File: config.mk
export PLATFORM = sky130hd
export DESIGN_NAME = adsc_seq
export DESIGN_NICKNAME = d
export VERILOG_FILES = /design/src/core/adsc_tick_gen.v /design/src/core/adsc_seq.v
export VERILOG_INCLUDE_DIRS = /design/src /design/src/shared
export SDC_FILE = /design/constraint.sdc
export NUM_CORES = 1
export LEC_CHECK = 0
export BUFFER_PORTS_ARGS = -buffer_cell sky130_fd_sc_hd__buf_4
export CAP_MARGIN = 5
export CORE_ASPECT_RATIO = 1.2
export CORE_MARGIN = 5
export CORE_UTILIZATION = 47
export DETAILED_ROUTE_END_ITERATION = 8
export GPL_TIMING_DRIVEN = 1
export PLACE_DENSITY = 0.76
export SLEW_MARGIN = 10
export SYNTH_ARGS = -nofsm -noshare
export SYNTH_HDL_FRONTEND = slang
export SYNTH_SLANG_ARGS = --single-unit
File: constraint.sdc
create_clock -name ref_clk -period 1.9 [get_ports ref_clk]
set_input_delay 0.38 -clock ref_clk [delete_from_list [all_inputs] [get_ports ref_clk]]
set_output_delay 0.38 -clock ref_clk [all_outputs]
set_load 0.05 [all_outputs]
File: src/shared/adsc_defs.vh
/*
  constants for the converter sequencing block: control word fields,
  pin configuration codes, state codes and timing counts.
  assumes a 200 MHz system clock and plain Verilog-2005 tools.
*/
// Summary of operation
// - four bit-clock sources: 2x, 8x, 1x oscillator, rc
// - only rc timebase continues converting during sleep
// - pin config 03h makes shared pins digital
// - channel change mid-conversion waits for conversion end
// - end clears go, sets done, may interrupt
// - clearing go aborts conversion, back to tracking
// - result written only at conversion completion or by a software write
// - two-bit field picks analog or digital pins
// - analog pin: input buffer off, reads zero
// - analog pin: direction bit still drives output
// - digital pin still feeds converter input
// - track-and-hold: switch opens when conversion begins
`ifndef ADSC_DEFS_VH
`define ADSC_DEFS_VH

// control word field positions
`define ADSC_CTL_CLK_HI 7
`define ADSC_CTL_CLK_LO 6
`define ADSC_CTL_CH_HI 4
`define ADSC_CTL_CH_LO 3
`define ADSC_CTL_GO 2
`define ADSC_CTL_DONE 1
`define ADSC_CTL_PWR 0

// clock source codes
`define ADSC_CLK_OSC2 2'h0
`define ADSC_CLK_OSC8 2'h1
`define ADSC_CLK_OSC1 2'h2
`define ADSC_CLK_RC 2'h3

// reset values and the all-digital pin config code
`define ADSC_CTL_RESET 8'h00
`define ADSC_PCFG_RESET 2'h0
`define ADSC_RES_RESET 8'h00
`define ADSC_PCFG_DIGITAL 2'h3

// sequencer states
`define ADSC_ST_OFF 2'h0
`define ADSC_ST_TRACK 2'h1
`define ADSC_ST_CONV 2'h2

// bit periods per conversion: one to open switch plus one per result bit
`define ADSC_CONV_PERIODS 4'h9

// rc timebase period in ns and derived cycle count at 5 ns per cycle
`define ADSC_RC_PERIOD_NS 2000
`define ADSC_CLK_PERIOD_NS 5
`define ADSC_RC_CYCLES (`ADSC_RC_PERIOD_NS / `ADSC_CLK_PERIOD_NS)

`endif

File: src/core/adsc_tick_gen.v
/*
  bit-period tick generator: one-cycle enable per conversion bit period.
  assumes osc_tick is a one-cycle pulse per oscillator period and that
  the rc divider counts on ref_clk while run is high, regardless of core sleep.
*/
`timescale 1ns/1ps
`include "adsc_defs.vh"

module adsc_tick_gen #(
  parameter RC_CYCLES = `ADSC_RC_CYCLES
) (
  input wire ref_clk, // system clock
  input wire nrst, // async reset, active low
  input wire run, // divider runs while high
  input wire [1:0] clk_sel, // bit-clock source
  input wire osc_tick, // one pulse per oscillator period
  input wire sleep_mode, // core asleep: oscillator ticks gated
  output wire bit_tick // one pulse per bit period
);
  reg [2:0] osc_cnt_reg;
  reg [15:0] rc_cnt_reg;
  wire osc_ok;
  wire rc_wrap;
  reg osc_bit;

  // oscillator ticks vanish in sleep; the rc divider does not
  assign osc_ok = osc_tick & ~sleep_mode;
  assign rc_wrap = (rc_cnt_reg == RC_CYCLES - 1);

  // oscillator prescaler counts periods for the 2x and 8x choices
  always @(posedge ref_clk or negedge nrst) begin
    if (!nrst) begin
      osc_cnt_reg <= 3'h0;
    end else if (!run) begin
      osc_cnt_reg <= 3'h0;
    end else if (osc_ok) begin
      osc_cnt_reg <= osc_cnt_reg + 3'h1;
    end
  end

  // internal rc timebase divider
  always @(posedge ref_clk or negedge nrst) begin
    if (!nrst) begin
      rc_cnt_reg <= 16'h0000;
    end else if (!run || rc_wrap) begin
      rc_cnt_reg <= 16'h0000;
    end else begin
      rc_cnt_reg <= rc_cnt_reg + 16'h0001;
    end
  end

  // source select
  always @* begin
    case (clk_sel)
      `ADSC_CLK_OSC2: osc_bit = osc_ok & osc_cnt_reg[0];
      `ADSC_CLK_OSC8: osc_bit = osc_ok & (osc_cnt_reg == 3'h7);
      `ADSC_CLK_OSC1: osc_bit = osc_ok;
      default: osc_bit = 1'b0;
    endcase
  end

  assign bit_tick = run & ((clk_sel == `ADSC_CLK_RC) ? rc_wrap : osc_bit);
endmodule

File: src/core/adsc_seq.v
/*
  converter sequencing control: control word, result storage, track and
  convert sequencer, done flag, interrupt request and shared pin logic.
  assumes the analog comparator answers comp_hi within one cycle of each
  trial code, and software writes arrive as single-cycle strobes.
*/
`timescale 1ns/1ps
`include "adsc_defs.vh"

module adsc_seq #(
  parameter RC_CYCLES = `ADSC_RC_CYCLES,
  parameter RES_W = 8,
  parameter NPINS = 4
) (
  input wire ref_clk, // system clock, 200 MHz
  input wire nrst, // async reset, active low
  input wire osc_tick, // one pulse per oscillator period
  input wire sleep_mode, // core is asleep
  input wire ctl_wr, // write strobe for control word
  input wire [7:0] ctl_wdata, // control word write data
  output wire [7:0] converter_control_register, // control word readback
  input wire pcfg_wr, // write strobe for pin config
  input wire [1:0] pcfg_wdata, // pin config write data
  output wire [1:0] port_config_register, // pin config readback
  input wire res_wr, // software write to result
  input wire [RES_W-1:0] res_wdata, // result write data
  output wire [RES_W-1:0] result_reg, // result readback
  input wire done_interrupt_enable, // enable done interrupt
  output wire done_irq, // interrupt request, level
  output wire [1:0] track_channel, // channel the hold cap follows
  output wire hold_switch_closed, // input switch closed, tracking
  output wire [RES_W-1:0] trial_code, // code to comparator dac
  input wire comp_hi, // input at or above trial code
  output wire [NPINS-1:0] pin_analog, // pin is analog
  output wire [NPINS-1:0] input_buf_en, // digital input buffer on
  input wire [NPINS-1:0] pin_in, // pad input levels
  input wire [NPINS-1:0] port_dir, // direction bits, 1 means input
  input wire [NPINS-1:0] port_latch, // data latch values
  output wire [NPINS-1:0] pin_out, // pad output values
  output wire [NPINS-1:0] pin_oe_n, // pad output enable, low drives
  output reg [NPINS-1:0] port_read // port read value
);
  reg [1:0] clk_sel_reg;
  reg [1:0] ch_reg;
  reg go_reg;
  reg done_reg;
  reg pwr_reg;
  reg [1:0] pcfg_reg;
  reg [RES_W-1:0] res_reg;
  reg [1:0] state_reg;
  reg [1:0] state_next;
  reg [1:0] track_ch_reg;
  reg [3:0] bit_cnt_reg;
  reg [RES_W-1:0] sar_reg;
  reg [RES_W-1:0] trial_reg;
  reg [NPINS-1:0] analog_map;
  wire bit_tick;
  wire run;
  wire finish;
  wire abort;
  wire go_set;
  wire go_keep;

  assign run = pwr_reg & (state_reg == `ADSC_ST_CONV);
  // go written high while powered and tracking starts a conversion
  assign go_set = ctl_wr & ctl_wdata[`ADSC_CTL_GO] & pwr_reg & ~go_reg;
  // rewriting go high mid-conversion, e.g. with a new channel, keeps it set
  assign go_keep = go_reg & ctl_wdata[`ADSC_CTL_GO] & ctl_wdata[`ADSC_CTL_PWR];
  // a cleared go, by write or otherwise, or power loss ends the conversion
  assign abort = (state_reg == `ADSC_ST_CONV) &
    ((ctl_wr & ~ctl_wdata[`ADSC_CTL_GO]) | ~pwr_reg | ~go_reg);
  assign finish = (state_reg == `ADSC_ST_CONV) & bit_tick & (bit_cnt_reg == `ADSC_CONV_PERIODS - 4'h1) & ~abort;

  adsc_tick_gen #(
    .RC_CYCLES(RC_CYCLES)
  ) u_tick (
    .ref_clk(ref_clk),
    .nrst(nrst),
    .run(run),
    .clk_sel(clk_sel_reg),
    .osc_tick(osc_tick),
    .sleep_mode(sleep_mode),
    .bit_tick(bit_tick)
  );

  // control word: clock, channel, go, done and power fields
  always @(posedge ref_clk or negedge nrst) begin
    if (!nrst) begin
      clk_sel_reg <= 2'h0;
      ch_reg <= 2'h0;
      go_reg <= 1'b0;
      done_reg <= 1'b0;
      pwr_reg <= 1'b0;
    end else begin
      if (ctl_wr) begin
        clk_sel_reg <= ctl_wdata[`ADSC_CTL_CLK_HI:`ADSC_CTL_CLK_LO];
        ch_reg <= ctl_wdata[`ADSC_CTL_CH_HI:`ADSC_CTL_CH_LO];
        pwr_reg <= ctl_wdata[`ADSC_CTL_PWR];
        go_reg <= go_set | go_keep; // clearing go aborts
        done_reg <= ctl_wdata[`ADSC_CTL_DONE];
      end
      if (finish) begin
        go_reg <= 1'b0;
        done_reg <= 1'b1; // set wins over a clearing write
      end else if (state_reg == `ADSC_ST_CONV && !pwr_reg) begin
        go_reg <= 1'b0;
      end
    end
  end

  assign converter_control_register = {clk_sel_reg, 1'b0, ch_reg, go_reg, done_reg, pwr_reg};

  // pin configuration field
  always @(posedge ref_clk or negedge nrst) begin
    if (!nrst) begin
      pcfg_reg <= `ADSC_PCFG_RESET;
    end else if (pcfg_wr) begin
      pcfg_reg <= pcfg_wdata;
    end
  end

  assign port_config_register = pcfg_reg;

  // result: plain storage except at conversion end
  always @(posedge ref_clk or negedge nrst) begin
    if (!nrst) begin
      res_reg <= `ADSC_RES_RESET;
    end else if (finish) begin
      res_reg <= comp_hi ? trial_reg : sar_reg; // last bit decided on this tick
    end else if (res_wr) begin
      res_reg <= res_wdata;
    end
  end

  assign result_reg = res_reg;
  assign done_irq = done_reg & done_interrupt_enable;

  // sequencer next state
  always @* begin
    state_next = state_reg;
    case (state_reg)
      `ADSC_ST_OFF: if (pwr_reg) state_next = `ADSC_ST_TRACK;
      `ADSC_ST_TRACK: begin
        if (!pwr_reg) begin
          state_next = `ADSC_ST_OFF;
        end else if (go_reg) begin
          state_next = `ADSC_ST_CONV;
        end
      end
      `ADSC_ST_CONV: begin
        if (!pwr_reg) begin
          state_next = `ADSC_ST_OFF;
        end else if (abort || finish) begin
          state_next = `ADSC_ST_TRACK;
        end
      end
      default: state_next = `ADSC_ST_OFF;
    endcase
  end

  // sequencer state, tracked channel and successive approximation
  always @(posedge ref_clk or negedge nrst) begin
    if (!nrst) begin
      state_reg <= `ADSC_ST_OFF;
      track_ch_reg <= 2'h0;
      bit_cnt_reg <= 4'h0;
      sar_reg <= {RES_W{1'b0}};
      trial_reg <= {RES_W{1'b0}};
    end else begin
      state_reg <= state_next;
      if (state_reg != `ADSC_ST_CONV) begin
        track_ch_reg <= ch_reg; // frozen during conversion
        bit_cnt_reg <= 4'h0;
        sar_reg <= {RES_W{1'b0}};
        trial_reg <= {1'b1, {(RES_W-1){1'b0}}};
      end else if (bit_tick) begin
        bit_cnt_reg <= bit_cnt_reg + 4'h1;
        if (bit_cnt_reg != 4'h0) begin
          // keep the trial bit if input is above, then try the next bit
          sar_reg <= comp_hi ? trial_reg : (trial_reg & ~(trial_reg & ~sar_reg));
          trial_reg <= (comp_hi ? trial_reg : sar_reg) | ((trial_reg & ~sar_reg) >> 1);
        end
      end
    end
  end

  assign track_channel = track_ch_reg;
  assign hold_switch_closed = (state_reg == `ADSC_ST_TRACK);
  assign trial_code = trial_reg;

  // pin configuration decode: 0 all analog, 3 all digital
  always @* begin
    case (pcfg_reg)
      2'h0: analog_map = 4'hF;
      2'h1: analog_map = 4'hB;
      2'h2: analog_map = 4'h3;
      `ADSC_PCFG_DIGITAL: analog_map = 4'h0;
      default: analog_map = 4'h0;
    endcase
  end

  // per-pin buffers and port read
  genvar gi;
  generate
    for (gi = 0; gi < NPINS; gi = gi + 1) begin : g_pin
      assign pin_analog[gi] = analog_map[gi];
      assign input_buf_en[gi] = ~analog_map[gi];
      assign pin_out[gi] = port_latch[gi];
      assign pin_oe_n[gi] = port_dir[gi];
      always @* begin
        port_read[gi] = analog_map[gi] ? 1'b0 : pin_in[gi];
      end
    end
  endgenerate
endmodule

==> results of run 1 <==
==> cell type report <==
cell class,instances,area [sq um]
Fill cell,467,2108
Multi-Input combinational cell,197,1582
Sequential cell,60,1505
Timing Repair Buffer,108,845.8
Clock buffer,11,141.4
Tap cell,85,106.4
Inverter,21,82.58
Clock inverter,5,75.07
==> report_power, final <==
group | internal, mW | switching [mW] | total [mW]
registers | 1.32 | 0.0423 | 1.37
clock network | 0.768 | 0.508 | 1.28
logic | 0.218 | 0.416 | 0.634
total | 2.31 | 0.966 | 3.28
==> cells by family after synthesis <==
family                     Yosys count
AOI/OAI and AO/OA                   44
buffers and inverters               47
xor gates and xnor gates            13
other                                1
adders and majority gates            5
muxes                               33
and+or+nand+nor                    100
DFF                                 60
==> cell usage in the layout, fill, tap and decap left out, types with 2 or more instances in the layout <==
cell type    n
bufinv_16    2
xor2_1       5
o221a_4      5
a211oi_2     5
buf_12       2
mux2_2       5
nand3_1      9
nor2_1      23
and3_4       2
ha_1         3
clkinv_2     3
nor4_4       2
clkbuf_8    10
xnor2_1      8
buf_6        2
o21ai_0     12
nand2_1     23
o221a_1      3
nor3_1       3
nor3_2       6
dfrtp_2      3
nand4_1      3
or2_2        2
and2_2       2
a21oi_1      7
and2_1       2
and3_1       3
mux2i_1     27
a21oi_2      3
buf_4      103
or3_1        4
dfrtp_1     57
ha_2         2
inv_1       20
nor2b_1      3
==> routing by layer <==
layer  GRT usage (%)  share of wire [%]  wire [microns]
met2           30.92                 50            3941
met4           8.039                2.1             168
met3           6.214                6.2             494
met5               0                  0               0
met1           22.70                 42            3303
==> worst max-delay path: stages, from the launching register on <==
cell and delay [ns]:
dfrtp_1 0.41, nor4_4 0.33, nand4_4 0.17, a2111o_1 0.47, buf_6 0.18, nor3_1 0.24
a211oi_2 0.07
==> what timing repair did <==
action	4_1_cts	5_1_grt
gates cloned	0	1
hold endpoints to repair	29	0
hold buffers	1	0
gates resized for setup	7	23
pin swaps	6	12
endpoints found under the setup margin	27	28
setup buffers	1	1
==> worst max path at each step <==
stage | to | depth (start not counted)
global placement | sar_reg[6] | 5
finish | trial_code[2] | 6
CTS | trial_code[2] | 6
global route | trial_code[2] | 6
floorplan | input_buf_en[1] | 3
detailed placement | sar_reg[5] | 5
==> impl_metrics.ini, run 1 <==
[routing]
vias_per_cell = 5.318
drtIter0Drc = 124
postRouteAntennaNets = 0
drc_errors = 0
routedWlPerCell_microns = 16.24
drtPass1Iterations = 4
vias = 2590
drt_wl_total_microns = 7908

[clocking]
cts_buffers = 9
cts_buffer_depth = 2
clkTransAtPathRegs_ns = 0.07
clock_latency_ns = 0.34
cts.sinks = 60
cts_root_buf = clkbuf_8
cts_tree = done
htree_num_levels = 3

[final_layout]
fin_nets = 441
drive_gt1_share_pct = 43.53
fin_area_sq_um = 4338
post-route-util_pct = 67.29
final_cells = 487
synthToLayoutAreaGrowth_pct = 39.13
largest_reg_flops = 16
diodes = 0

[yosys]
ys_seq_area_share_pct = 48.15
synthesis.area_sq_um = 3118
synthAdderAreaFrac_pct = 2.006
yosys-top-cells-area = dfrtp_1 48%, mux2i_1 9.0%, buf_4 3.4%, nand2_1 2.9%, nor2_1 2.9%
muxShareOfSynthArea_pct = 10.79
synthCells = 303
synth_edf_count = 0
yosys_most_used_dff = dfrtp_1
synth_top_cell_area_share_pct = 48.15
synth_commonest_cells = 60 x dfrtp_1, 28 x mux2i_1, 24 x nand2_1, 24 x nor2_1, 21 x inv_1
yosys_warnings = 0
synth_top_family_by_area = simple AND/OR/NAND/NOR gates
syn_nets = 347
synth-seq-cells = 60
synth_compound_area_share_pct = 10.35
synth_cell_types = 44
synthSimpleGateAreaFrac_pct = 17.01
async_reset_ff_share_pct = 100.0
synth_xor_area_share_pct = 3.652
yosysMostFrequentCell = dfrtp_1
syn-mean-instance-area_sq_um = 10.29
yosysTopAreaCell = dfrtp_1

[floorplan]
core_sq_um = 6446
die-area_sq_um = 8369
fp.dieW_microns = 84.35
start_util_pct = 48.37
rows = 32
boundaryPins = 89
die_h_microns = 99.22

[status]
violations = setup timing
status = finished with violations

[placed_design]
placedInstanceArea_sq_um = 3954
place.gp.congestion = 0.7816
io_buffers = 70
post-place-cells = 467
dpl.hpwl_microns = 5538
post-place-ws_ns = -0.2522

[setup_path]
required_ns = 2.09
r2r-start = u_tick.rc_cnt_reg[11]
startpoint = u_tick.rc_cnt_reg[11]
crit_fanout = 8
critPathArrivalTime_ns = 2.23
timing.rr.end = trial_code[2]
ff2ff_path_depth = 6
worstSetupStartpointType = flip-flop
r2r_slack_ns = -0.14
crit_type = flip-flop to flip-flop
end_kind = flip-flop

[worst_hold_path]
whs_path_depth = 3
hold_path_class = input port to flip-flop
hold_start = ctl_wdata[0]
min_to = pwr_reg

[timing]
rsz0062_at_grt = true
period_share_pct = 107.2
fin_crit_ns = 2.036
final-hold-violation-count = 0
tightest_slew_ns = 0.7619
fmax_mhz = 491.1
maxSlewViolCount = 0
setup_viol = 20
relSlewSlack_pct = 49.20
setup_ws_ns = -0.1361
clock_skew_ns = 0.007189
fin_hold_ws_ns = 0.2573
finalSetupTns_ns = -1.628

[global_routing]
grt_overflow = 0
grt_pass1_vias = 2600
grt_first_pass_wirelength_microns = 12650
antenna_found_initial = 0
grt_util_all_layers_pct = 18.83
grt_max_degree = 32

[power]
power.leakage_nw = 2.005
report.power.total_mw = 3.275
ir_drop_mv = 0.6057
power.density_nw_per_um2 = 755.1

[flow_run]
drv_cap = 0
Note: power is estimated with default switching activity, not from simulation.
==> run 2: changes to the inputs <==
--- a/config.mk
+++ b/config.mk
@@ -14,3 +14,3 @@
 export DETAILED_ROUTE_END_ITERATION = 8
-export GPL_TIMING_DRIVEN = 1
+export GPL_TIMING_DRIVEN = 0
 export PLACE_DENSITY = 0.76
@@ -19,2 +19,3 @@
 export SYNTH_HDL_FRONTEND = slang
+export SYNTH_HIERARCHICAL = 1
 export SYNTH_SLANG_ARGS = --single-unit
--- a/constraint.sdc
+++ b/constraint.sdc
@@ -3,2 +3,2 @@
 set_output_delay 0.38 -clock ref_clk [all_outputs]
-set_load 0.05 [all_outputs]
+set_load 0.005 [all_outputs]
==> run 2 against run 1 <==
  * Combinational power shrank 45%
  * First-iteration DRC count increased by 24%
  * Via count shrank 3.2%
  * The run still ends with setup timing left
  * Global-route usage shrank 0.87 points
  * Sequential share of layout area increased by 0.26 points
  * Critical path depth increased by 2
  * Hold slack worse by 0.14 ns
  * Clock skew is 0.0019 ns lower
  * Core utilization is 0.74 points lower
  * Critical endpoint is now result_reg[5]
  * Synthesized area increased by 0.96%
  * Clock power is 11% lower
==> impl_metrics.ini, run 2 <==
[timing]
maxSlewViolCount = 0
setup_viol = 29
period_share_pct = 119.8
clock_skew_ns = 0.005324
tightest_slew_ns = 0.7544
finalSetupTns_ns = -7.121
fmax_mhz = 439.3
final-hold-violation-count = 0
setup_ws_ns = -0.3765
fin_crit_ns = 2.276
relSlewSlack_pct = 49.71
rsz0062_at_grt = true

[power]
power.leakage_nw = 1.962
report.power.total_mw = 2.858
ir_drop_mv = 0.3696
power.density_nw_per_um2 = 662.2

[final_layout]
drive_gt1_share_pct = 45.38
diodes = 0
largest_reg_flops = 16
fin_nets = 429
final_common_cell = buf_4
ff_latch_area_sq_um = 1509
post-route-util_pct = 66.55
final_cells = 475
synthToLayoutAreaGrowth_pct = 37.12
multi_input_area_sq_um = 1556
fill_cells = 514
final_cell_mix = 107 x buf_4, 54 x dfrtp_1, 27 x mux2i_1

[yosys]
synthCells = 281
synth-seq-cells = 60
ys_seq_area_share_pct = 47.69
syn-mean-instance-area_sq_um = 11.20
yosysMostFrequentCell = dfrtp_1
synth_commonest_cells = 60 x dfrtp_1, 27 x mux2i_1, 21 x nor2_1
yosys_warnings = 6
yosys-top-cells-area = dfrtp_1 48%, mux2i_1 8.6%, xnor2_1 3.9%, buf_4 3.6%, mux2_2 2.9%
synth_edf_count = 0
synth_top_cell_area_share_pct = 47.69
yosys_most_used_dff = dfrtp_1
yosysTopAreaCell = dfrtp_1
synthesis.area_sq_um = 3148
synth_cell_types = 46
syn_nets = 325
async_reset_ff_share_pct = 100.0

[setup_path]
crit_type = flip-flop to flip-flop
timing.rr.end = result_reg[5]
end_kind = flip-flop
critPathArrivalTime_ns = 2.52
slowest_delay_ns = 0.40
r2r_slack_ns = -0.38
crit_buf_inv = 1
required_ns = 2.14
cp_slowest_cell = dfrtp_1
crit_fanout = 5
startpoint = u_tick/rc_cnt_reg[1]
r2r-start = u_tick/rc_cnt_reg[1]
crit_chain = ha_4 -> and3_4 -> nand4_1 -> a31oi_4 -> nand4b_1 -> nor4b_4 -> buf_6 -> mux2i_1
worstSetupStartpointType = flip-flop
ff2ff_path_depth = 8
crit_family = simple AND/OR/NAND/NOR gates

[routing]
vias = 2508
drt_wl_total_microns = 7628
drtPass1Iterations = 4
vias_per_cell = 5.280
drtIter0Drc = 154
postRouteAntennaNets = 0
drc_errors = 0
routedWlPerCell_microns = 16.06

[floorplan]
start_util_pct = 48.53
die-area_sq_um = 8441
boundaryPins = 89
core_sq_um = 6486
die_h_microns = 99.65
rows = 32
fp.dieW_microns = 84.71

[global_routing]
use_met2_pct = 30.98
grt_overflow = 0
gr-max-usage-layer = met2
grt_util_all_layers_pct = 17.96
met3_usage_pct = 4.557
grt_pass1_vias = 2544
met1_usage_pct = 21.07
antenna_found_initial = 0
grt_first_pass_wirelength_microns = 12090
grt_max_degree = 61

[placed_design]
place.gp.congestion = 0.8599
dpl.hpwl_microns = 5080
post-place-ws_ns = -0.5252
post-place-cells = 441
io_buffers = 75

[clocking]
cts_hold_buffers = 0
cts_tree = done
cts_root_buf = clkbuf_8
clkTransAtPathRegs_ns = 0.06
cts_buffer_depth = 2
cts.sinks = 60
htree_num_levels = 3
clock_latency_ns = 0.33
cts_buffers = 9

[worst_hold_path]
hold_path_class = input port to async pin

[status]
status = finished with violations
violations = setup timing

[flow_run]
drv_cap = 0
==> run 2: area by class of cell <==
class / count / share of cell area (%)
buffer: 25 / 4.145
clock buffer: 15 / 3.855
clock inverter: 1 / 0.6957
inverter: 12 / 1.043
multi-input combinational: 182 / 36.06
sequential: 60 / 34.96
tap: 85 / 2.464
timing repair buffer: 95 / 16.78
==> run 2: logic make-up after synthesis <==
group,count (synthesis),synth area share [%]
other,1,0.1191
xor gates and xnor gates,18,5.008
muxes,35,11.45
DFF,60,47.69
adders and majority gates,5,1.987
AOI/OAI and AO/OA,34,8.426
and+or+nand+nor,89,18.04
buffers and inverters,39,7.273
==> run 2: metal layers <==
layer | wire [microns] | share of wire [%]
met5 | 0 | 0
met4 | 93 | 1.2
met3 | 372 | 4.9
met2 | 4005 | 53
met1 | 3156 | 41
==> run 2: stage by stage <==
| step | hold WS, ns | cell area (sq um) |
|---|---|---|
| final | 0.1201 | 4317 |
| after CTS | 0.1452 | 4247 |
| after global placement | 0.4961 | 3854 |
| after floorplan | 0.08441 | 3184 |
| after global routing | 0.1829 | 4317 |
| after detailed placement | 0.5043 | 3854 |
==> run 2: worst max path at each step <==
stage	end	slack [ns]	cells after the start
2_1_floorplan	result_reg[0]	-0.14	8
3_3_place_gp	result_reg[5]	-0.49	8
3_5_place_dp	result_reg[5]	-0.53	8
4_1_cts	result_reg[5]	-0.40	8
5_1_grt	result_reg[5]	-0.45	8
6_report	result_reg[5]	-0.38	8
==> run 2: where the power goes <==
| part | total, mW | switching (mW) | internal, mW | leakage, nW |
|---|---|---|---|---|
| Sequential | 1.37 | 0.0449 | 1.32 | 0.780 |
| Combinational | 0.347 | 0.140 | 0.208 | 1.08 |
| Clock | 1.14 | 0.463 | 0.681 | 0.0979 |
==> run 2: what timing repair did <==
action / CTS / global route
endpoints found under the setup margin: 32 / 31
gates cloned: 1 / 0
endpoints found under the hold margin: 0 / 0
resized for setup: 22 / 12
pin swaps: 9 / 7
setup buffers: 17 / 2
==> run 3: changes to the inputs <==
CORE_UTILIZATION = 50   (was 47)
GPL_TIMING_DRIVEN = unset   (was 0)
PLACE_DENSITY = 0.77   (was 0.76)
clock period = 2.8 ns   (was 1.9 ns; I/O delays follow)
==> run 3 against run 2 <==
  * Routed wire length fell by 12%
  * The flow now finishes without violations
  * Sequential power shrank 33%
  * Critical path depth stayed put
  * Critical path type unchanged
  * Hold slack better by 0.17 ns
  * Setup slack better by 0.72 ns
  * Combinational power shrank 43%
  * Clock power fell by 40%
  * Total power fell by 37%
  * Sequential share of layout area is 4.5 points higher
  * Clock-buffer cell count shrank 3
==> impl_metrics.ini, run 3 (synthesis results as in run 2) <==
[setup_path]
slowest_delay_ns = 0.41
crit_chain = ha_1 -> and3_1 -> nand4_1 -> a31oi_1 -> nand4b_1 -> nor4b_2 -> buf_4 -> mux2i_1
crit_type = flip-flop to flip-flop
required_ns = 3.06
crit_fanout = 8
end_kind = flip-flop
worstSetupStartpointType = flip-flop
critPathArrivalTime_ns = 2.71
cp_slowest_cell = dfrtp_1

[routing]
drtIter0Drc = 116
vias = 2272
drc_errors = 0
postRouteAntennaNets = 0
vias_per_cell = 5.321
drtPass1Iterations = 4
routedWlPerCell_microns = 15.64
drt_wl_total_microns = 6677

[floorplan]
core_sq_um = 6090
start_util_pct = 51.70
die-area_sq_um = 7990
fp.dieW_microns = 82.44
boundaryPins = 89
die_h_microns = 96.92
rows = 31

[power]
ir_drop_mv = 0.3124
p_sw_share_pct = 24.83
p_comb_share_pct = 11.0
p_seq_share_pct = 51.2
p_int_mw = 1.355
power.leakage_nw = 1.724
power.density_nw_per_um2 = 473.7
power_switching_mw = 0.4477
p_clk_share_pct = 37.8
report.power.total_mw = 1.803

[status]
status = finished, final reports clean

[clocking]
cts_buffer_depth = 2
cts.sinks = 60
clock_latency_ns = 0.34
clkTransAtPathRegs_ns = 0.07
cts_root_buf = clkbuf_8
cts_resized = 0
cts_buffers = 9
cts_hold_buffers = 0
postCtsSetupBuffers = 0
cts_tree = done
htree_num_levels = 3

[global_routing]
grt_overflow = 0
grt_pass1_vias = 2272
antenna_found_initial = 0
grt_max_degree = 61
grt_first_pass_wirelength_microns = 11030
grt_util_all_layers_pct = 17.80

[timing]
finalSetupTns_ns = 0
rsz0062_at_grt = false
maxSlewViolCount = 0
fmax_mhz = 407.5
period_share_pct = 87.65
fin_hold_ws_ns = 0.2871
setup_viol = 0
clock_skew_ns = 0.005000
fin_crit_ns = 2.454
relSlewSlack_pct = 50.25
final-hold-violation-count = 0
tightest_slew_ns = 0.7462

[final_layout]
drive_gt1_share_pct = 33.04
post-route-util_pct = 62.50
final_cell_mix = 75 x buf_4, 60 x dfrtp_1, 27 x mux2i_1
final_common_cell = buf_4
final_cells = 427
largest_reg_flops = 16
synthToLayoutAreaGrowth_pct = 20.91
diodes = 0
fin_nets = 384

[placed_design]
io_buffers = 70
post-place-cells = 411
place.gp.congestion = 0.7648
dpl.hpwl_microns = 4707

[worst_hold_path]
hold_path_class = input port to async pin

[flow_run]
drv_cap = 0
## run 3: worst paths after layout
path | slack (ns) | endpoint | cells past startpoint | start
setup / recovery | 0.35 | result_reg[2] | 8 | u_tick/rc_cnt_reg[0]
hold / removal | 0.29 | port_config_register[0] | 1 | nrst
setup reg to reg | 0.35 | result_reg[2] | 8 | u_tick/rc_cnt_reg[0]
hold reg to reg | 0.51 | track_channel[0] | 1 | track_channel[0]
max in group asynchronous | 2.02 | state_reg[1] | 1 | nrst
min in group ref_clk | 0.42 | port_config_register[1] | 2 | pcfg_wr
## run 3: metal layers
metal,share of wire [%],vias up,global-route usage [%]
met4,1.5,0,7.673
li1,-,1096,-
met5,0,-,0
met2,52,60,29.07
met3,5.9,9,4.275
met1,40,1107,21.83
## run 3: area by class of cell
type,instances,area (sq um)
fillers,500,2283
flip-flops and latches,60,1501
multi-input cells,182,1424
repair buffers,75,563.0
clock buffers,12,145.1
well taps,82,102.6
inverters,12,45.04
clock inverters,4,25.02
## run 3: power groups by stage
stage | combinational, mW | clock (mW) | sequential [mW]
CTS | 0.202 | 0.695 | 0.923
floorplan | 0.0912 | 0 | 0.937
detailed placement | 0.202 | 0 | 0.939
finish | 0.198 | 0.682 | 0.923
global route | 0.219 | 0.743 | 0.928
global placement | 0.199 | 0 | 0.938
## run 3: worst max-delay path: cells and delay by family (launching register included)
| kind | cells | cell delay (ns) |
|---|---|---|
| simple gates | 4 | 0.97 |
| flops | 1 | 0.41 |
| compound gates | 1 | 0.33 |
| buf+inv | 1 | 0.25 |
| fa+ha+maj | 1 | 0.21 |
| mux | 1 | 0.20 |
## run 3: stage by stage
stage | instance area (sq um) | worst slack, ns
CTS | 3806 | 0.3347
finish | 3806 | 0.3458
floorplan | 3148 | 0.4537
detailed placement | 3636 | 0.2855
global route | 3806 | 0.1132
global placement | 3636 | 0.3161
